`config.mk`:
```
export PLATFORM = sky130hd
export DESIGN_NAME = eeh_host
export DESIGN_NICKNAME = d
export VERILOG_FILES = /design/src/rtl/eeh_pkg.sv /design/src/rtl/eeh_buf_mem.sv /design/src/rtl/eeh_host.sv
export SDC_FILE = /design/constraint.sdc
export NUM_CORES = 1
export LEC_CHECK = 0
export ABC_AREA = 1
export BUFFER_PORTS_ARGS = -buffer_cell sky130_fd_sc_hd__buf_2
export CAP_MARGIN = 20
export CORE_UTILIZATION = 50
export DETAILED_ROUTE_END_ITERATION = 7
export PLACE_DENSITY = 0.66
export SLEW_MARGIN = 20
export SYNTH_ARGS = -nofsm -noshare
export SYNTH_HDL_FRONTEND = slang
export SYNTH_SLANG_ARGS = --single-unit
```
`constraint.sdc`:
```
create_clock -name clock_i -period 5.8 [get_ports clock_i]
set_input_delay 0.29 -clock clock_i [delete_from_list [all_inputs] [get_ports clock_i]]
set_output_delay 0.29 -clock clock_i [all_outputs]
set_load 0.03 [all_outputs]
```
`src/rtl/eeh_pkg.sv`:
```
// Shared constants and types for the two-wire memory host controller.
// Assumes a 40 MHz system clock and a host-side plain register port.
package eeh_pkg;

  // System and link timing
  localparam int CLK_HZ       = 40_000_000;
  localparam int SCL_HZ       = 100_000;
  localparam int QTR_CYC      = (CLK_HZ + 4 * SCL_HZ - 1) / (4 * SCL_HZ);
  localparam int PROG_TIME_MS = 20;
  localparam int PROG_CYC     = PROG_TIME_MS * (CLK_HZ / 1000);

  // Widths
  localparam int QCNT_W    = 16;
  localparam int TIM_W     = 24;
  localparam int ADDR_W    = 15;
  localparam int BUF_DEPTH = 64;
  localparam int BUF_AW    = 6;
  localparam int RADDR_W   = 9;

  // Recovery clock limit and byte bit count
  localparam logic [3:0] REC_LAST = 4'h8;
  localparam logic [3:0] ACK_BIT  = 4'h8;

  // Register offsets
  localparam logic [RADDR_W-1:0] OFS_CMD  = 9'h000;
  localparam logic [RADDR_W-1:0] OFS_CFG  = 9'h004;
  localparam logic [RADDR_W-1:0] OFS_ADDR = 9'h008;
  localparam logic [RADDR_W-1:0] OFS_LEN  = 9'h00c;
  localparam logic [RADDR_W-1:0] OFS_STAT = 9'h010;
  localparam logic [RADDR_W-1:0] OFS_BUF  = 9'h100;

  // Command codes
  localparam logic [2:0] OP_WRITE = 3'h1;
  localparam logic [2:0] OP_CUR   = 3'h2;
  localparam logic [2:0] OP_RAND  = 3'h3;
  localparam logic [2:0] OP_RECOV = 3'h4;

  // Field positions
  localparam int CFG_STRAP_LO = 0;
  localparam int CFG_STRAP_HI = 1;
  localparam int CFG_WP       = 2;
  localparam int ST_BUSY      = 0;
  localparam int ST_DONE      = 1;
  localparam int ST_NACK      = 2;
  localparam int ST_TMO       = 3;

  typedef enum logic [2:0] {
    EEH_IDLE  = 3'h0,
    EEH_START = 3'h1,
    EEH_BIT   = 3'h3,
    EEH_STOP  = 3'h2,
    EEH_RECOV = 3'h6
  } eeh_state_t;

  typedef enum logic [2:0] {
    STG_DEVW = 3'h0,
    STG_AHI  = 3'h1,
    STG_ALO  = 3'h3,
    STG_WDAT = 3'h2,
    STG_DEVR = 3'h6,
    STG_RDAT = 3'h7
  } eeh_stage_t;

endpackage : eeh_pkg

```
`src/rtl/eeh_buf_mem.sv`:
```
// Byte buffer for page write data and read results.
// Assumes one writer and one reader per cycle on the same clock.
`timescale 1ns/10ps
module eeh_buf_mem #(
  parameter int DW    = 8,
  parameter int DEPTH = 64,
  parameter int AW    = 6
) (
  input  wire logic          clock_i,
  input  wire logic          we_i,
  input  wire logic [AW-1:0] waddr_i,
  input  wire logic [DW-1:0] wdata_i,
  input  wire logic [AW-1:0] raddr_i,
  output logic      [DW-1:0] rdata_o
);

  logic [DW-1:0] mem [DEPTH];

  always_ff @(posedge clock_i) begin
    if (we_i) begin
      mem[waddr_i] <= wdata_i;
    end
    rdata_o <= mem[raddr_i];
  end

endmodule : eeh_buf_mem

```
`src/rtl/eeh_host.sv`:
```
// Host engine driving a two-wire serial memory: byte/page write with
// acknowledge polling, current, random and sequential reads, bus recovery.
// Assumes an external pull-up on the data line and a device on the far end.
`timescale 1ns/10ps
module eeh_host #(
  parameter int             QTR         = eeh_pkg::QTR_CYC,
  parameter int             PROG_CYCLES = eeh_pkg::PROG_CYC,
  parameter logic [4:0]     TYPE_CODE   = 5'h0b  // Arbitrary value
) (
  input  wire logic                        clock_i,
  input  wire logic                        srst_i,
  input  wire logic [eeh_pkg::RADDR_W-1:0] reg_addr_i,
  input  wire logic [31:0]                 reg_wdata_i,
  input  wire logic                        reg_we_i,
  input  wire logic                        reg_re_i,
  output logic      [31:0]                 reg_rdata_o,
  output logic                             scl_o,
  input  wire logic                        sda_i,
  output logic                             sda_o,
  output logic                             sda_oe_o,
  output logic                             wp_o
);

  typedef struct packed {
    eeh_pkg::eeh_state_t        fsm;
    eeh_pkg::eeh_stage_t        stg;
    logic [1:0]                 sda_sy;
    logic [eeh_pkg::QCNT_W-1:0] qcnt;
    logic [1:0]                 qph;
    logic [3:0]                 bitn;
    logic [7:0]                 sh;
    logic [eeh_pkg::BUF_AW-1:0] idx;
    logic [2:0]                 op;
    logic [3:0]                 rec;
    logic [eeh_pkg::TIM_W-1:0]  ptim;
    logic                       poll;
    logic                       prog;
    logic                       nackb;
    logic                       scl;
    logic                       oe;
    logic                       busy;
    logic                       done;
    logic                       nack;
    logic                       tmo;
    logic [1:0]                 strap;
    logic                       wp;
    logic [eeh_pkg::ADDR_W-1:0] addr;
    logic [eeh_pkg::BUF_AW-1:0] len;
    logic [31:0]                rdat;
    logic                       rsel;
  } eeh_st_t;

  eeh_st_t                    s_q;
  eeh_st_t                    s_d;
  logic                       tick;
  logic                       sda_s;
  logic                       tx;
  logic                       buf_hit;
  logic                       eng_we;
  logic                       last;
  logic [7:0]                 txb;
  logic [7:0]                 mem_q;
  logic                       mem_we;
  logic [eeh_pkg::BUF_AW-1:0] mem_wa;
  logic [eeh_pkg::BUF_AW-1:0] mem_ra;
  logic [7:0]                 mem_wd;

  assign tick    = (s_q.fsm != eeh_pkg::EEH_IDLE) && (s_q.qcnt == eeh_pkg::QCNT_W'(QTR - 1));
  assign sda_s   = s_q.sda_sy[1];
  assign tx      = (s_q.stg != eeh_pkg::STG_RDAT);
  assign last    = (s_q.idx == s_q.len);
  assign buf_hit = (reg_addr_i[eeh_pkg::RADDR_W-1:8] == eeh_pkg::OFS_BUF[eeh_pkg::RADDR_W-1:8]);
  assign txb     = (s_q.stg == eeh_pkg::STG_WDAT && s_q.bitn == 4'h0) ? mem_q : s_q.sh;
  assign eng_we  = tick && s_q.fsm == eeh_pkg::EEH_BIT && s_q.stg == eeh_pkg::STG_RDAT
                   && s_q.bitn == eeh_pkg::ACK_BIT && s_q.qph == 2'h0;

  // Engine owns the buffer while busy
  assign mem_we = eng_we || (reg_we_i && buf_hit && !s_q.busy);
  assign mem_wa = s_q.busy ? s_q.idx : reg_addr_i[eeh_pkg::BUF_AW+1:2];
  assign mem_wd = s_q.busy ? s_q.sh : reg_wdata_i[7:0];
  assign mem_ra = s_q.busy ? s_q.idx : reg_addr_i[eeh_pkg::BUF_AW+1:2];

  eeh_buf_mem #(
    .DW    (8),
    .DEPTH (eeh_pkg::BUF_DEPTH),
    .AW    (eeh_pkg::BUF_AW)
  ) u_buf (
    .clock_i (clock_i),
    .we_i    (mem_we),
    .waddr_i (mem_wa),
    .wdata_i (mem_wd),
    .raddr_i (mem_ra),
    .rdata_o (mem_q)
  );

  always_comb begin
    s_d        = s_q;
    s_d.sda_sy = {s_q.sda_sy[0], sda_i};
    s_d.rsel   = 1'b0;
    s_d.rdat   = 32'h0000_0000;
    // Register reads, answered next cycle
    if (reg_re_i) begin
      s_d.rsel = buf_hit;
      case (reg_addr_i)
        eeh_pkg::OFS_CFG:  s_d.rdat = {29'h0000_0000, s_q.wp, s_q.strap};
        eeh_pkg::OFS_ADDR: s_d.rdat = {17'h0_0000, s_q.addr};
        eeh_pkg::OFS_LEN:  s_d.rdat = {26'h000_0000, s_q.len};
        eeh_pkg::OFS_STAT: s_d.rdat = {28'h000_0000, s_q.tmo, s_q.nack, s_q.done, s_q.busy};
        default:           s_d.rdat = 32'h0000_0000;
      endcase
    end
    // Register writes; clears come first so engine sets win
    if (reg_we_i) begin
      case (reg_addr_i)
        eeh_pkg::OFS_CFG: begin
          s_d.strap = reg_wdata_i[eeh_pkg::CFG_STRAP_HI:eeh_pkg::CFG_STRAP_LO];
          s_d.wp    = reg_wdata_i[eeh_pkg::CFG_WP];
        end
        eeh_pkg::OFS_ADDR: s_d.addr = reg_wdata_i[eeh_pkg::ADDR_W-1:0];
        eeh_pkg::OFS_LEN:  s_d.len  = reg_wdata_i[eeh_pkg::BUF_AW-1:0];
        eeh_pkg::OFS_STAT: begin
          if (reg_wdata_i[eeh_pkg::ST_DONE]) s_d.done = 1'b0;
          if (reg_wdata_i[eeh_pkg::ST_NACK]) s_d.nack = 1'b0;
          if (reg_wdata_i[eeh_pkg::ST_TMO])  s_d.tmo  = 1'b0;
        end
        eeh_pkg::OFS_CMD: begin
          if (!s_q.busy && reg_wdata_i[2:0] >= eeh_pkg::OP_WRITE && reg_wdata_i[2:0] <= eeh_pkg::OP_RECOV) begin
            s_d.op   = reg_wdata_i[2:0];
            s_d.busy = 1'b1;
            s_d.idx  = '0;
            s_d.rec  = 4'h0;
            s_d.qph  = 2'h0;
            s_d.qcnt = '0;
            s_d.fsm  = (reg_wdata_i[2:0] == eeh_pkg::OP_RECOV) ? eeh_pkg::EEH_RECOV : eeh_pkg::EEH_START;
            // current read opens with read address
            s_d.stg  = (reg_wdata_i[2:0] == eeh_pkg::OP_CUR) ? eeh_pkg::STG_DEVR : eeh_pkg::STG_DEVW;
          end
        end
        default: ;
      endcase
    end
    if (s_q.poll && s_q.ptim != eeh_pkg::TIM_W'(PROG_CYCLES)) begin
      s_d.ptim = s_q.ptim + 1'b1;
    end
    if (s_q.fsm != eeh_pkg::EEH_IDLE) begin
      s_d.qcnt = tick ? '0 : s_q.qcnt + 1'b1;
    end
    if (tick) begin
      s_d.qph = s_q.qph + 1'b1;
      case (s_q.fsm)
        eeh_pkg::EEH_START: begin
          // data falls in the clock-high quarter
          case (s_q.qph)
            2'h0: begin s_d.scl = 1'b0; s_d.oe = 1'b0; end
            2'h1: s_d.scl = 1'b1;
            2'h2: s_d.oe  = 1'b1;
            default: begin
              s_d.scl  = 1'b0;
              s_d.bitn = 4'h0;
              s_d.sh   = {TYPE_CODE, s_q.strap, s_q.stg == eeh_pkg::STG_DEVR};
              s_d.fsm  = (s_q.op == eeh_pkg::OP_RECOV) ? eeh_pkg::EEH_STOP : eeh_pkg::EEH_BIT;
            end
          endcase
        end
        eeh_pkg::EEH_BIT: begin
          case (s_q.qph)
            2'h0: begin
              s_d.scl = 1'b0;
              // data set only while clock low
              if (s_q.bitn != eeh_pkg::ACK_BIT) begin
                s_d.sh = txb;
                s_d.oe = tx & ~txb[7];
              end else begin
                // acknowledge all but the last byte
                s_d.oe = !tx && !last;
              end
            end
            2'h1: s_d.scl = 1'b1;
            2'h2: begin
              if (s_q.bitn != eeh_pkg::ACK_BIT) begin
                if (!tx) s_d.sh = {s_q.sh[6:0], sda_s};
              end else begin
                s_d.nackb = sda_s;
              end
            end
            default: begin
              s_d.scl = 1'b0;
              if (s_q.bitn != eeh_pkg::ACK_BIT) begin
                if (tx) s_d.sh = {s_q.sh[6:0], 1'b0};
                s_d.bitn = s_q.bitn + 1'b1;
              end else begin
                // Host ack held past clock fall, released next quarter
                s_d.bitn = 4'h0;
                if (tx && s_q.nackb) begin
                  // unanswered poll retries after a stop
                  if (!s_q.poll) s_d.nack = 1'b1;
                  s_d.fsm = eeh_pkg::EEH_STOP;
                end else begin
                  case (s_q.stg)
                    eeh_pkg::STG_DEVW: begin
                      if (s_q.poll) begin
                        s_d.poll = 1'b0;
                        s_d.fsm  = eeh_pkg::EEH_STOP;
                      end else begin
                        s_d.stg = eeh_pkg::STG_AHI;
                        s_d.sh  = 8'(s_q.addr >> 8);
                      end
                    end
                    eeh_pkg::STG_AHI: begin
                      s_d.stg = eeh_pkg::STG_ALO;
                      s_d.sh  = s_q.addr[7:0];
                    end
                    eeh_pkg::STG_ALO: begin
                      if (s_q.op == eeh_pkg::OP_WRITE) begin
                        s_d.stg = eeh_pkg::STG_WDAT;
                      end else begin
                        s_d.stg = eeh_pkg::STG_DEVR;
                        s_d.fsm = eeh_pkg::EEH_START;
                      end
                    end
                    eeh_pkg::STG_DEVR: s_d.stg = eeh_pkg::STG_RDAT;
                    default: begin
                      // count bytes, stop after the last
                      if (last) begin
                        s_d.fsm  = eeh_pkg::EEH_STOP;
                        s_d.prog = (s_q.stg == eeh_pkg::STG_WDAT);
                      end else begin
                        s_d.idx = s_q.idx + 1'b1;
                      end
                    end
                  endcase
                end
              end
            end
          endcase
        end
        eeh_pkg::EEH_STOP: begin
          // data rises in the clock-high quarter
          case (s_q.qph)
            2'h0: begin s_d.scl = 1'b0; s_d.oe = 1'b1; end
            2'h1: s_d.scl = 1'b1;
            2'h2: s_d.oe  = 1'b0;
            default: begin
              s_d.stg = eeh_pkg::STG_DEVW;
              if (s_q.prog) begin
                // start polling after the write stop
                s_d.prog = 1'b0;
                s_d.poll = 1'b1;
                s_d.ptim = '0;
                s_d.fsm  = eeh_pkg::EEH_START;
              end else if (s_q.poll && s_q.ptim != eeh_pkg::TIM_W'(PROG_CYCLES)) begin
                s_d.fsm = eeh_pkg::EEH_START;
              end else begin
                s_d.tmo  = s_d.tmo | s_q.poll;
                s_d.poll = 1'b0;
                s_d.busy = 1'b0;
                s_d.done = 1'b1;
                s_d.fsm  = eeh_pkg::EEH_IDLE;
              end
            end
          endcase
        end
        eeh_pkg::EEH_RECOV: begin
          case (s_q.qph)
            2'h0: begin s_d.scl = 1'b0; s_d.oe = 1'b0; end
            2'h1: s_d.scl = 1'b1;
            2'h2: begin
              // released line or ninth clock ends it
              if (sda_s || s_q.rec == eeh_pkg::REC_LAST) begin
                s_d.nack = s_d.nack | ~sda_s;
                s_d.fsm  = eeh_pkg::EEH_START;
                s_d.qph  = 2'h1;
              end
            end
            default: begin
              s_d.scl = 1'b0;
              s_d.rec = s_q.rec + 1'b1;
            end
          endcase
        end
        default: s_d.fsm = eeh_pkg::EEH_IDLE;
      endcase
    end
  end

  always_ff @(posedge clock_i) begin
    if (srst_i) begin
      s_q        <= '0;
      s_q.fsm    <= eeh_pkg::EEH_IDLE;
      s_q.stg    <= eeh_pkg::STG_DEVW;
      s_q.sda_sy <= 2'h3;
      s_q.scl    <= 1'b1;
    end else begin
      s_q <= s_d;
    end
  end

  assign scl_o       = s_q.scl;
  // open drain: only ever pull low
  assign sda_o       = 1'b0;
  assign sda_oe_o    = s_q.oe;
  assign wp_o        = s_q.wp;
  assign reg_rdata_o = s_q.rsel ? {24'h00_0000, mem_q} : s_q.rdat;
endmodule : eeh_host

```
==> results of run 1 <==
## where the power goes
part	leakage, nW	internal [mW]	switching, mW
registers	5.67	5.00	0.0155
clock network	1.03	2.39	1.77
logic	4.45	0.0996	0.327
total	11.1	7.49	2.11
## synthesized netlist by cell type (4+ instances only)
master / number / share of area [%]
a211oi_1: 22 / 0.60
a21oi_1: 183 / 3.3
a22oi_1: 35 / 0.96
a31oi_1: 7 / 0.16
buf_1: 9 / 0.12
buf_2: 38 / 0.69
buf_4: 28 / 0.76
clkbuf_1: 39 / 0.53
dfxtp_1: 132 / 9.6
edfxtp_1: 512 / 56
ha_1: 12 / 0.55
inv_1: 197 / 2.7
inv_2: 6 / 0.082
mux2_2: 5 / 0.20
nand2_1: 796 / 11
nand3_1: 98 / 1.8
nand4_1: 62 / 1.4
nor2_1: 297 / 4.1
nor3_1: 43 / 0.78
nor3_2: 8 / 0.29
nor4_1: 7 / 0.16
o211ai_1: 5 / 0.14
o21ai_0: 107 / 1.9
o21ai_1: 7 / 0.13
o21ai_2: 4 / 0.13
o22ai_1: 4 / 0.091
o31ai_1: 6 / 0.16
or2_2: 14 / 0.32
xnor2_1: 5 / 0.16
xor2_1: 15 / 0.48
## cells by family (layout without fill, tap and decap cells)
family,after synthesis,in the layout
simple gates,1340,1340
mux,5,5
flops,644,644
fa+ha+maj,12,12
buf+inv,320,413
xor+xnor,20,20
other cells,1,18
compound gates,392,392
## registers in the layout, summed over array words and instances (netlist names)
signal,count
u_buf.mem,512
s_q,120
u_buf.rdata_o,8
s_d,1
scl_o,1
sda_oe_o,1
wp_o,1
## tightest hold or removal path: stages
cell     delay, ns
buf_2         0.12
o21ai_0       0.10
a21oi_1       0.11
## path summary, 6_finish.rpt
check / startpoint / endpoint / cells after the start
setup / recovery: s_q[138]$_SDFF_PP0_ / u_buf.mem[0][2]$_DFFE_PP_ / 8
hold / removal: reg_wdata_i[6] / s_q[45]$_SDFFE_PP0P_ / 3
setup reg to reg: s_q[138]$_SDFF_PP0_ / u_buf.mem[0][2]$_DFFE_PP_ / 8
hold reg to reg: s_d[134]$_SDFF_PP1_ / s_q[134]$_SDFF_PP1_ / 1
## routing by layer
metal / share of wire [%] / wire, um / vias to the layer above / global-route usage [%]
met5: 0 / 0 / - / 0
met4: 3.6 / 2570 / 0 / 10.2
met3: 8.6 / 6150 / 141 / 4.38
met2: 46 / 32900 / 845 / 41.1
met1: 42 / 29800 / 9558 / 34.7
li1: - / - / 9411 / -
## cell type report
cell class / instances / area (um2) / area share (%)
clock buffer: 92 / 1900 / 6.18
clock inverter: 27 / 213 / 0.694
inverter: 206 / 773 / 2.52
multi-input combinational: 1787 / 8310 / 27.1
sequential: 644 / 18000 / 58.8
tap: 696 / 871 / 2.84
timing repair buffer: 88 / 578 / 1.89
## metrics by stage
stage | setup slack [ns] | power [mW] | hold slack (ns)
floorplan | 1.75 | 5.37 | 0.389
global placement | 1.74 | 5.52 | 0.400
detailed placement | 1.66 | 5.53 | 0.413
CTS | 1.64 | 9.67 | 0.00476
global route | 1.43 | 9.87 | 0.0373
finish | 1.60 | 9.61 | 0.0464
==> Implementation_results.wiki, run 1 <==
{| class="wikitable"
! Metric !! Value
|-
| Post-cts sizing count || 0
|-
| Commonest non-fill, non-tap cells in the layout || nand2_1, edfxtp_1, nor2_1, inv_1, a21oi_1
|-
| Total Die Area || 56000 um2
|-
| Largest net degree at the start of global routing || 65
|-
| Commonest non-fill, non-tap cell in the layout || nand2_1
|-
| Worst Setup End Kind || flop
|-
| Largest family of logic cells by synthesized area || simple AND/OR/NAND/NOR gates
|-
| Starting density of the core || 50.8%
|-
| WL final || 71400 um
|-
| Flop and latch count out of synthesis || 644
|-
| Slew at the pin closest to its max-slew limit || 0.989 ns
|-
| Number of sinks on the clock net || 644
|-
| DRC || 0
|-
| Primary FF master, synth || edfxtp_1
|-
| Synthesized area divided by synthesized cell count || 10.1 um2
|-
| Synthesis Warnings || 0
|-
| Sum Neg Setup Slack || 0 ns
|-
| Cell-by-cell trace of the critical path || nand2_1 > nor2_4 > inv_1 > nor2_1 > inv_1 > o41ai_4 > nand2_1 > nor2_1
|-
| Number of enable-type register cells in the synthesized netlist || 512
|-
| Required @ worst endpoint || 6.02 ns
|-
| Pleak || 11.1 nW
|-
| Clock transition at the register clock pins on the worst setup and hold paths after CTS || 0.06 ns
|-
| Vias || 20.0k
|-
| Status || finished clean
|-
| Cell class contributing the biggest share of worst-path delay || simple AND/OR/NAND/NOR gates
|-
| Total of hold buffers inserted after clock tree synthesis || 13
|-
| Clock root buffer || clkbuf_16
|-
| Synthesized-area fraction occupied by adder cells || 0.546%
|-
| Global-route congestion overflow total || 0
|-
| Count of cell types in the netlist || 50
|-
| Unrepaired setup endpoints after global routing || no
|-
| Post-Route Utilization || 56.6%
|-
| Number of placed instances, taps included || 3408
|-
| Number of setup violations in the final report || 0
|-
| Global-route usage over all layers || 25.6%
|-
| Mux contribution to synthesized area || 0.205%
|-
| Buffer depth of the longest clock path || 3
|-
| Max Freq || 238 MHz
|-
| Detailed router's first-iteration violation count || 2038
|-
| Placer's final routability congestion estimate || 0.927
|-
| Slowest cell delay on critical path || 0.90 ns
|-
| Kind of start point of the critical path || flop
|-
| Via count of the first global-routing pass || 18.9k
|-
| Area growth from synthesis to final layout || 11.4%
|-
| Bufs and invs on worst path || 2
|-
| Die height || 237 um
|-
| Highest ir drop seen on vdd || 0.240 mV
|-
| Ratio of cells with drive above 1 in the final layout || 7.81%
|-
| Placement Rows || 85
|-
| Path class of the lowest-slack min-delay path || in -> reg
|-
| Router iterations before antenna repair || 5
|-
| Antenna diode count || 0
|-
| PwrDens || 313 nW/um2
|-
| Number of buffers inserted during clock tree synthesis || 69
|-
| Area of all placed cells without fillers || 30700 um2
|-
| Floorplan die width || 237 um
|-
| Maxcap violations || 0
|-
| Post-route clock skew || 0.0317 ns
|-
| Area share of and/or/nand/nor cells after synthesis || 20.1%
|-
| Worst EP arrival || 4.42 ns
|-
| Worst-path cell with the longest stage delay || nor2_1
|-
| Count of input and output buffers || 46
|-
| Fraction of the mapped netlist area in compound gates || 8.10%
|-
| Max-slew violations || 0
|-
| Post-synthesis async set-or-reset flop share || 0%
|-
| CTS tree || built
|-
| Relative max-transition margin || 33.8%
|-
| CTS H-tree lvls || 3
|-
| Buffer count from post-CTS setup fixing || 0
|-
| Share of the synthesized netlist area taken by xor and xnor gates || 0.637%
|-
| Post-Place Cell Area || 28400 um2
|-
| Number of nets still failing antenna checks after routing || 0
|-
| Final count of hold timing violations || 0
|-
| Reg2Reg Setup Slack || 1.60 ns
|-
| Final-layout fill cell count || 4516
|-
| Core Box Area || 54100 um2
|-
| First-pass GRT wire length || 109000 um
|-
| Clock insertion delay at the later pin of the skew report || 0.61 ns
|-
| Total half-perimeter wirelength after legalization and detailed placement || 44500 um
|-
| Final cell count without fillers || 3540
|-
| Post-Synthesis Cell Area || 27500 um2
|-
| Post-detailed-route wirelength per cell || 20.2 um
|-
| Period minus WS final || 4.20 ns
|-
| Number of nets in the finished design || 2854
|-
| Detail-routed via count per cell || 5.64
|-
| CP max FO || 18
|-
| Period utilization || 72.4%
|-
| Number of antenna violations at the first check in global routing || 0
|-
| Number of placed I/O pins || 82
|-
| Startpoint-to-endpoint class of the critical path || reg -> reg
|-
| Part of the Yosys area used for sequential elements || 65.5%
|-
| Number of instances in the synthesized netlist || 2734
|}
(Power assumes the default switching activity.)
==> run 2: changes to the inputs <==
==> constraint.sdc (replaced) <==
create_clock -name clock_i -period 4.15 [get_ports clock_i]
set_input_delay 0.2075 -clock clock_i [delete_from_list [all_inputs] [get_ports clock_i]]
set_output_delay 0.2075 -clock clock_i [all_outputs]
set_load 0.03 [all_outputs]
==> run 2 against run 1 <==
Total power increased by 43%. Critical endpoint is now u_buf.mem[0][7]$_DFFE_PP_. Routed wire length grew 2.1%. Highest routed layer unchanged. Worst setup slack lost 0.88 ns. Via count grew 0.96%. Hold slack got worse by 0.019 ns. First-iteration DRC count is 1.2% lower. Sequential power grew 40%. Count of clock-buffer cells in the layout rose by 2. Die area is the same.
==> Implementation_results.wiki, run 2 (synthesized netlist as in run 1, its figures left out) <==
{| class="wikitable"
! Metric !! Value
|-
| Worst R2R Start || s_q[115]$_SDFFE_PP0P_
|-
| Clock root buffer || clkbuf_16
|-
| Antenna diode count || 0 (unchanged)
|-
| Core Box Area || 54100 um2 (unchanged)
|-
| Number of placed I/O pins || 82 (unchanged)
|-
| Timing endpoint of the critical path || u_buf.mem[0][7]$_DFFE_PP_
|-
| Detail-routed via count per cell || 5.61 (-0.42%)
|-
| Registers with the highest flip-flop counts || u_buf.mem x512, s_q x120, u_buf.rdata_o x8
|-
| Die height || 237 um (unchanged)
|-
| Commonest non-fill, non-tap cells in the layout || nand2_1, edfxtp_1, nor2_1, inv_1, a21oi_1
|-
| Post-route clock skew || 0.0219 ns (-0.00984 ns)
|-
| CTS tree || built
|-
| Cell type with the highest occurrence count on the critical path || inv_1
|-
| Global-route usage over all layers || 26.2% (+0.56 points)
|-
| Total half-perimeter wirelength after legalization and detailed placement || 47300 um (+6.1%)
|-
| Worst Setup End Kind || flop
|-
| Worst-case reg-to-reg path depth || 9 (+1)
|-
| Path class of the lowest-slack min-delay path || in -> reg
|-
| Period minus WS final || 3.43 ns (-0.769 ns)
|-
| Area growth from synthesis to final layout || 13.4%
|-
| Register bank with the most flops || u_buf.mem
|-
| Total Die Area || 56000 um2 (unchanged)
|-
| Buffer depth of the longest clock path || 3 (unchanged)
|-
| Period utilization || 82.6% (+10 points)
|-
| Number of antenna violations at the first check in global routing || 0 (unchanged)
|-
| Area of all placed cells without fillers || 31200 um2 (+1.7%)
|-
| Worst EP arrival || 3.66 ns (-0.76 ns)
|-
| Post-cts sizing count || 0 (unchanged)
|-
| Count of input and output buffers || 46 (unchanged)
|-
| Reg2Reg Setup Slack || 0.72 ns (-0.88 ns)
|-
| Ratio of cells with drive above 1 in the final layout || 9.57% (+1.8 points)
|-
| Number of nets in the finished design || 2899 (+1.6%)
|-
| Router iterations before antenna repair || 6 (+1)
|-
| Post-Place Cell Area || 28800 um2 (+1.3%)
|-
| CP max FO || 10 (-8)
|-
| Pleak || 11.5 nW (+2.9%)
|-
| Starting density of the core || 50.8% (unchanged)
|-
| Final cell count without fillers || 3589 (+1.4%)
|-
| Final count of hold timing violations || 0 (unchanged)
|-
| Number of nets still failing antenna checks after routing || 0 (unchanged)
|-
| Detailed router's first-iteration violation count || 2014 (-1.2%)
|-
| Number of sinks on the clock net || 644 (unchanged)
|-
| Slew at the pin closest to its max-slew limit || 1.15 ns (+0.163 ns)
|-
| Reg-to-reg endpoint || u_buf.mem[0][7]$_DFFE_PP_
|-
| Post-detailed-route wirelength per cell || 20.3 um (+0.69%)
|-
| Slowest cell delay on critical path || 0.79 ns (-0.11 ns)
|-
| Total of hold buffers inserted after clock tree synthesis || 16 (+3)
|-
| Placer's final routability congestion estimate || 0.907 (-2.2%)
|-
| WL final || 72900 um (+2.1%)
|-
| Max Freq || 292 MHz (+22%)
|-
| Largest net degree at the start of global routing || 65 (unchanged)
|-
| Vias || 20.1k (+0.96%)
|-
| Kind of start point of the critical path || flop
|-
| Number of placed instances, taps included || 3451 (+1.3%)
|-
| Required @ worst endpoint || 4.38 ns (-1.64 ns)
|-
| First-pass GRT wire length || 112000 um (+2.2%)
|-
| Relative max-transition margin || 22.9% (-11 points)
|-
| Global-route congestion overflow total || 0 (unchanged)
|-
| Unrepaired setup endpoints after global routing || no
|-
| Cell-by-cell trace of the critical path || inv_1 > ha_1 > inv_1 > nor2_1 > inv_1 > o41ai_4 > buf_4 > nand2_1 > nor2_1
|-
| DRC || 0 (unchanged)
|-
| Overall power of the completed layout || 13.7 mW (+43%)
|-
| Number of buffers inserted during clock tree synthesis || 68 (-1.4%)
|-
| PwrDens || 440 nW/um2 (+40%)
|-
| CTS H-tree lvls || 3 (unchanged)
|-
| Worst Hold Margin || 0.0271 ns (-0.0193 ns)
|-
| Status || finished clean
|-
| Clock transition at the register clock pins on the worst setup and hold paths after CTS || 0.06 ns (about the same)
|-
| Via count of the first global-routing pass || 19.5k (+3.1%)
|-
| Startpoint-to-endpoint class of the critical path || reg -> reg
|-
| Buffer count from post-CTS setup fixing || 0 (unchanged)
|-
| Worst-path cell with the longest stage delay || nor2_1
|-
| Clock insertion delay at the later pin of the skew report || 0.61 ns (about the same)
|-
| Startpoint of the most critical setup path || s_q[115]$_SDFFE_PP0P_
|-
| Number of setup violations in the final report || 0 (unchanged)
|-
| Max-slew violations || 0 (unchanged)
|-
| Placement Rows || 85 (unchanged)
|-
| Sum Neg Setup Slack || 0 ns (unchanged)
|-
| Floorplan die width || 237 um (unchanged)
|-
| Max FFs per register || 512 (unchanged)
|-
| Maxcap violations || 0 (unchanged)
|-
| Commonest non-fill, non-tap cell in the layout || nand2_1
|-
| Highest ir drop seen on vdd || 0.273 mV (+14%)
|}
==> run 2: cell count changes in the layout (fill, tap and decap cells not counted), moves of 3 or more <==
cell	delta
buf_4	+41
clkbuf_16	+3
clkinv_1	-7
clkinv_2	+5
clkinv_8	+3
dlygate4sd3_1	+3
==> run 2: how the worst min path moves through the flow <==
stage | from | end | slack (ns) | depth (start not counted)
floorplan | sda_i | s_d[134]$_SDFF_PP1_ | 0.31 | 1
global placement | sda_i | s_d[134]$_SDFF_PP1_ | 0.40 | 2
detailed placement | sda_i | s_d[134]$_SDFF_PP1_ | 0.40 | 2
CTS | reg_addr_i[5] | s_q[2]$_SDFF_PP0_ | 0.002 | 4
global route | reg_addr_i[5] | s_q[2]$_SDFF_PP0_ | 0.03 | 4
finish | reg_addr_i[5] | s_q[2]$_SDFF_PP0_ | 0.03 | 4
==> run 2: cell type report <==
| class | count | area, um2 |
|---|---|---|
| fill | 4551 | 22900 |
| clock inverter | 28 | 278 |
| inverter | 206 | 773 |
| clock buffer | 94 | 1980 |
| timing repair buffer | 134 | 963 |
| sequential | 644 | 18000 |
| multi-input combinational | 1787 | 8310 |
| tap | 696 | 871 |
==> run 2: routing by layer <==
layer / GRT usage [%] / up-vias / wire length (um)
li1: - / 9508 / -
met1: 34.6 / 9664 / 29900
met2: 42.2 / 819 / 34300
met3: 5.00 / 156 / 5910
met4: 11.3 / 0 / 2800
met5: 0 / - / 0
==> run 2: stage by stage <==
step | util (%) | worst slack [ns]
2_1_floorplan | - | 0.0960
4_1_cts | 57.6 | 0.772
3_3_place_gp | 53.1 | 0.853
3_5_place_dp | 53.2 | 0.772
5_1_grt | 57.6 | 0.539
6_report | 57.6 | 0.720
==> run 2: power breakdown <==
part,internal (mW),switching (mW),total (mW)
sequential,6.99,0.0179,7.01
combinational,0.154,0.467,0.621
clock,3.60,2.50,6.09
==> run 2: worst max-delay path, delay by kind of cell, from the launching register on <==
family | cells | cell delay, ns
compound gates | 1 | 0.28
fa+ha+maj | 1 | 0.35
buf+inv | 4 | 0.69
flops | 1 | 0.35
simple gates | 3 | 1.38
==> run 3: changes to the inputs <==
--- a/config.mk
+++ b/config.mk
@@ -5,7 +5,7 @@
 export SDC_FILE = /design/constraint.sdc
 export NUM_CORES = 1
 export LEC_CHECK = 0
-export ABC_AREA = 1
+export ABC_AREA = 0
 export BUFFER_PORTS_ARGS = -buffer_cell sky130_fd_sc_hd__buf_2
 export CAP_MARGIN = 20
 export CORE_UTILIZATION = 50
==> constraint.sdc (replaced) <==
create_clock -name clock_i -period 3.6 [get_ports clock_i]
set_input_delay 0.18 -clock clock_i [delete_from_list [all_inputs] [get_ports clock_i]]
set_output_delay 0.18 -clock clock_i [all_outputs]
set_load 0.03 [all_outputs]
==> run 3 against run 2 <==
First-iteration DRC count rose by 8.5%. Combinational power is 8.4% higher. Routed wire length up 2.3%. Highest routed layer unchanged.
==> Implementation_results.wiki, run 3 <==
{| class="wikitable"
! Metric !! Value
|-
| Worst-path cell with the longest stage delay || mux2i_4
|-
| Pleak || 10.1 nW (-12%)
|-
| Worst-case reg-to-reg path depth || 5 (-4)
|-
| Detail-routed via count per cell || 6.33 (+13%)
|-
| Number of nets still failing antenna checks after routing || 0 (unchanged)
|-
| Setup slack after placement || 0.327 ns (-0.445 ns)
|-
| Overall power of the completed layout || 15.4 mW (+13%)
|-
| Kind of start point of the critical path || flop
|-
| Unrepaired setup endpoints after global routing || no
|-
| Worst EP arrival || 3.69 ns (+0.03 ns)
|-
| CP max FO || 22 (+12)
|-
| Clock root buffer || clkbuf_16
|-
| Number of sinks on the clock net || 644 (unchanged)
|-
| Number of placed instances, taps included || 2780 (-19%)
|-
| Slowest cell delay on critical path || 0.95 ns (+0.16 ns)
|-
| Total area of sequential cells || 18000 um2 (about the same)
|-
| PwrDens || 503 nW/um2 (+14%)
|-
| Combinational power share || 4.4% (about the same)
|-
| Commonest non-fill, non-tap cell in the layout || edfxtp_1
|-
| Starting density of the core || 51.1% (+0.27 points)
|-
| Area leader, netlist || edfxtp_1
|-
| Sum Neg Setup Slack || 0 ns (unchanged)
|-
| Buffer depth of the longest clock path || 3 (unchanged)
|-
| Status || finished clean
|-
| Post-detailed-route wirelength per cell || 25.6 um (+26%)
|-
| Max Freq || 296 MHz (+1.6%)
|-
| Core Box Area || 51800 um2 (-4.3%)
|-
| Die height || 232 um (-1.9%)
|-
| Relative max-transition margin || 22.6% (-0.30 points)
|-
| Number of cells traversed by the worst hold path || 3 (-1)
|-
| Worst Hold Margin || 0.0410 ns (+0.0139 ns)
|-
| Post-synthesis async set-or-reset flop share || 0% (unchanged)
|-
| Placer's final routability congestion estimate || 0.947 (+4.4%)
|-
| Worst-case setup margin in the final layout || 0.224 ns (-0.496 ns)
|-
| Largest net degree at the start of global routing || 65 (unchanged)
|-
| Final-layout fill cell count || 3966 (-13%)
|-
| Post-route clock skew || 0.0344 ns (+0.0125 ns)
|-
| Number of enable-type register cells in the synthesized netlist || 512 (unchanged)
|-
| Number of nets in the finished design || 2246 (-23%)
|-
| Antenna diode count || 0 (unchanged)
|-
| Max FFs per register || 512 (unchanged)
|-
| Required @ worst endpoint || 3.91 ns (-0.47 ns)
|-
| Synthesized-area fraction occupied by adder cells || 0.567% (+0.021 points)
|-
| Ratio of cells with drive above 1 in the final layout || 16.8% (+7.2 points)
|-
| Reg-to-reg endpoint || u_buf.mem[23][7]$_DFFE_PP_
|-
| Fraction of the mapped netlist area in compound gates || 13.8% (+5.7 points)
|-
| Cell internal pwr || 12.0 mW (+12%)
|-
| First-pass GRT wire length || 111000 um (-0.43%)
|-
| Period minus WS final || 3.38 ns (-0.0541 ns)
|-
| Synthesized area divided by synthesized cell count || 13.2 um2 (+31%)
|-
| Fraction of post-synthesis cell area in the top cell type by area || 58.1% (+2.2 points)
|-
| Via count of the first global-routing pass || 17.7k (-8.9%)
|-
| Count leader, synth || edfxtp_1
|-
| Final count of hold timing violations || 0 (unchanged)
|-
| DRC || 0 (unchanged)
|-
| Global-route usage over all layers || 27.8% (+1.7 points)
|-
| Router iterations before antenna repair || 6 (unchanged)
|-
| Clock share of power || 43.4% (-1.0 points)
|-
| Commonest non-fill, non-tap cells in the layout || edfxtp_1, a22oi_1, buf_4, nor2_1, dfxtp_1
|-
| Post-Synthesis Cell Area || 26500 um2 (-3.8%)
|-
| Part of the Yosys area used for sequential elements || 68.1% (+2.6 points)
|-
| Clock insertion delay at the later pin of the skew report || 0.63 ns (+0.02 ns)
|-
| Number of antenna violations at the first check in global routing || 0 (unchanged)
|-
| CTS H-tree lvls || 3 (unchanged)
|-
| Max-slew violations || 0 (unchanged)
|-
| WL final || 74600 um (+2.3%)
|-
| Global-route congestion overflow total || 0 (unchanged)
|-
| Final cell count without fillers || 2919 (-19%)
|-
| Registers with the highest flip-flop counts || u_buf.mem x512, s_q x120, u_buf.rdata_o x8
|-
| Area of the multi-input gates || 7800 um2 (-6.1%)
|-
| Area share of and/or/nand/nor cells after synthesis || 10.8% (-9.3 points)
|-
| Vias || 18.5k (-8.3%)
|-
| Slew at the pin closest to its max-slew limit || 1.14 ns (-0.0154 ns)
|-
| Worst Setup End Kind || flop
|-
| Clock transition at the register clock pins on the worst setup and hold paths after CTS || 0.06 ns (about the same)
|-
| Number of buffers inserted during clock tree synthesis || 67 (-1.5%)
|-
| Startpoint of the lowest-slack hold path || reg_wdata_i[2]
|-
| Number of instances in the synthesized netlist || 2010 (-26%)
|-
| Reg2Reg Setup Slack || 0.22 ns (-0.50 ns)
|-
| Count of cell types in the netlist || 71 (+42%)
|-
| Period utilization || 93.8% (+11 points)
|-
| Placement Rows || 83 (-2.4%)
|-
| Maxcap violations || 0 (unchanged)
|-
| Detailed router's first-iteration violation count || 2185 (+8.5%)
|-
| Path class of the lowest-slack min-delay path || in -> reg
|-
| Switching share of power || 22.0% (+0.27 points)
|-
| Startpoint-to-endpoint class of the critical path || reg -> reg
|-
| Count of input and output buffers || 46 (unchanged)
|-
| Worst Hold Endpoint || s_q[35]$_SDFFE_PP0P_
|-
| Fraction of power consumed by sequential logic || 52.3% (+1.2 points)
|-
| Worst R2R Start || s_q[60]$_SDFF_PP0_
|-
| Sw Pwr || 3.40 mW (+14%)
|-
| Cell-by-cell trace of the critical path || buf_4 > mux2i_4 > nand2_1 > nor2_1 > buf_4
|-
| Highest ir drop seen on vdd || 0.416 mV (+53%)
|-
| Largest family of logic cells by synthesized area || compound AO/OA/AOI/OAI gates
|-
| Floorplan die width || 232 um (-1.9%)
|-
| Most common library cells after synthesis || edfxtp_1, a22oi_1, nor2_1
|-
| Flop and latch count out of synthesis || 644 (unchanged)
|-
| Post-cts sizing count || 0 (unchanged)
|-
| Synth top area cells || edfxtp_1, dfxtp_1, a22oi_1
|-
| Number of setup violations in the final report || 0 (unchanged)
|-
| Synthesis Warnings || 0 (unchanged)
|-
| Area growth from synthesis to final layout || 16.0%
|-
| CTS tree || built
|-
| Number of placed I/O pins || 82 (unchanged)
|-
| Total Die Area || 53900 um2 (-3.7%)
|-
| Total half-perimeter wirelength after legalization and detailed placement || 47400 um (+0.20%)
|-
| Mux contribution to synthesized area || 3.02% (+2.8 points)
|-
| Primary FF master, synth || edfxtp_1
|-
| Cell type with the highest occurrence count on the critical path || buf_4
|-
| Share of the synthesized netlist area taken by xor and xnor gates || 0.926% (+0.29 points)
|-
| Register bank with the most flops || u_buf.mem
|-
| Buffer count from post-CTS setup fixing || 0 (unchanged)
|}
## run 3: cell types whose count changed after synthesis, moves of 31 or more
cell / change
nand2_1: -666
inv_1: -170
a22oi_1: +140
nor2_1: -138
a21oi_1: -98
nand3_1: -55
clkbuf_1: +47
nand4_1: -46
mux2i_1: +37
o21ai_0: -37
a41oi_1: +31
## run 3: layout make-up
type	count	area share [%]
timing repair buffer	237	5.90
tap	680	2.77
sequential	644	58.7
clock buffer	97	6.09
multi-input combinational	1211	25.4
inverter	27	0.330
clock inverter	23	0.811
## run 3: cell families after synthesis
group,after synthesis
flops,644
simple gates,560
compound gates,519
buf+inv,172
mux,74
xor+xnor,28
fa+ha+maj,12
other cells,1
## run 3: per-layer routing
metal	up-vias	part of all wire [%]	track usage, %
met5	-	0	0
met4	0	3.5	10.5
met3	158	8.7	5.64
met2	970	47	44.3
met1	9174	41	37.7
li1	8172	-	-
## run 3: how the worst max path moves through the flow
stage / cells past startpoint / endpoint / startpoint / slack [ns]
6_report: 5 / u_buf.mem[23][7]$_DFFE_PP_ / s_q[60]$_SDFF_PP0_ / 0.22
4_1_cts: 5 / u_buf.mem[23][4]$_DFFE_PP_ / s_q[60]$_SDFF_PP0_ / 0.31
5_1_grt: 5 / u_buf.mem[23][4]$_DFFE_PP_ / s_q[60]$_SDFF_PP0_ / 0.16
3_5_place_dp: 5 / u_buf.mem[23][1]$_DFFE_PP_ / s_q[60]$_SDFF_PP0_ / 0.33
2_1_floorplan: 5 / u_buf.mem[0][1]$_DFFE_PP_ / s_q[60]$_SDFF_PP0_ / 0.47
3_3_place_gp: 7 / u_buf.rdata_o[0]$_DFF_P_ / s_q[60]$_SDFF_PP0_ / 0.38
## run 3: repair_timing
action / CTS / global route
setup endpoints to repair: 0 / 0
endpoints found under the hold margin: 25 / 0
hold buffers: 19 / 0
## run 3: power by group through the flow
| stage | Combinational, mW | Clock, mW | Sequential (mW) |
|---|---|---|---|
| floorplan | 0.365 | 0 | 8.22 |
| global placement | 0.635 | 0 | 8.23 |
| detailed placement | 0.646 | 0 | 8.23 |
| CTS | 0.662 | 6.78 | 8.08 |
| global route | 0.704 | 7.04 | 8.07 |
| finish | 0.673 | 6.70 | 8.08 |
## run 3: worst max-delay path, delay by kind of cell (launching register included)
family | cells | cell delay (ns)
buffers and inverters | 2 | 0.52
flip-flops | 1 | 0.61
multiplexers | 1 | 0.95
AND/OR/NAND/NOR | 2 | 0.98
## run 3: per-stage QoR
stage                     area, um2  utilization [%]
after global routing          30700             59.3
after floorplan               26500                -
final                         30700             59.3
after detailed placement      28400             54.8
after global placement        28400             54.8
after CTS                     30700             59.3
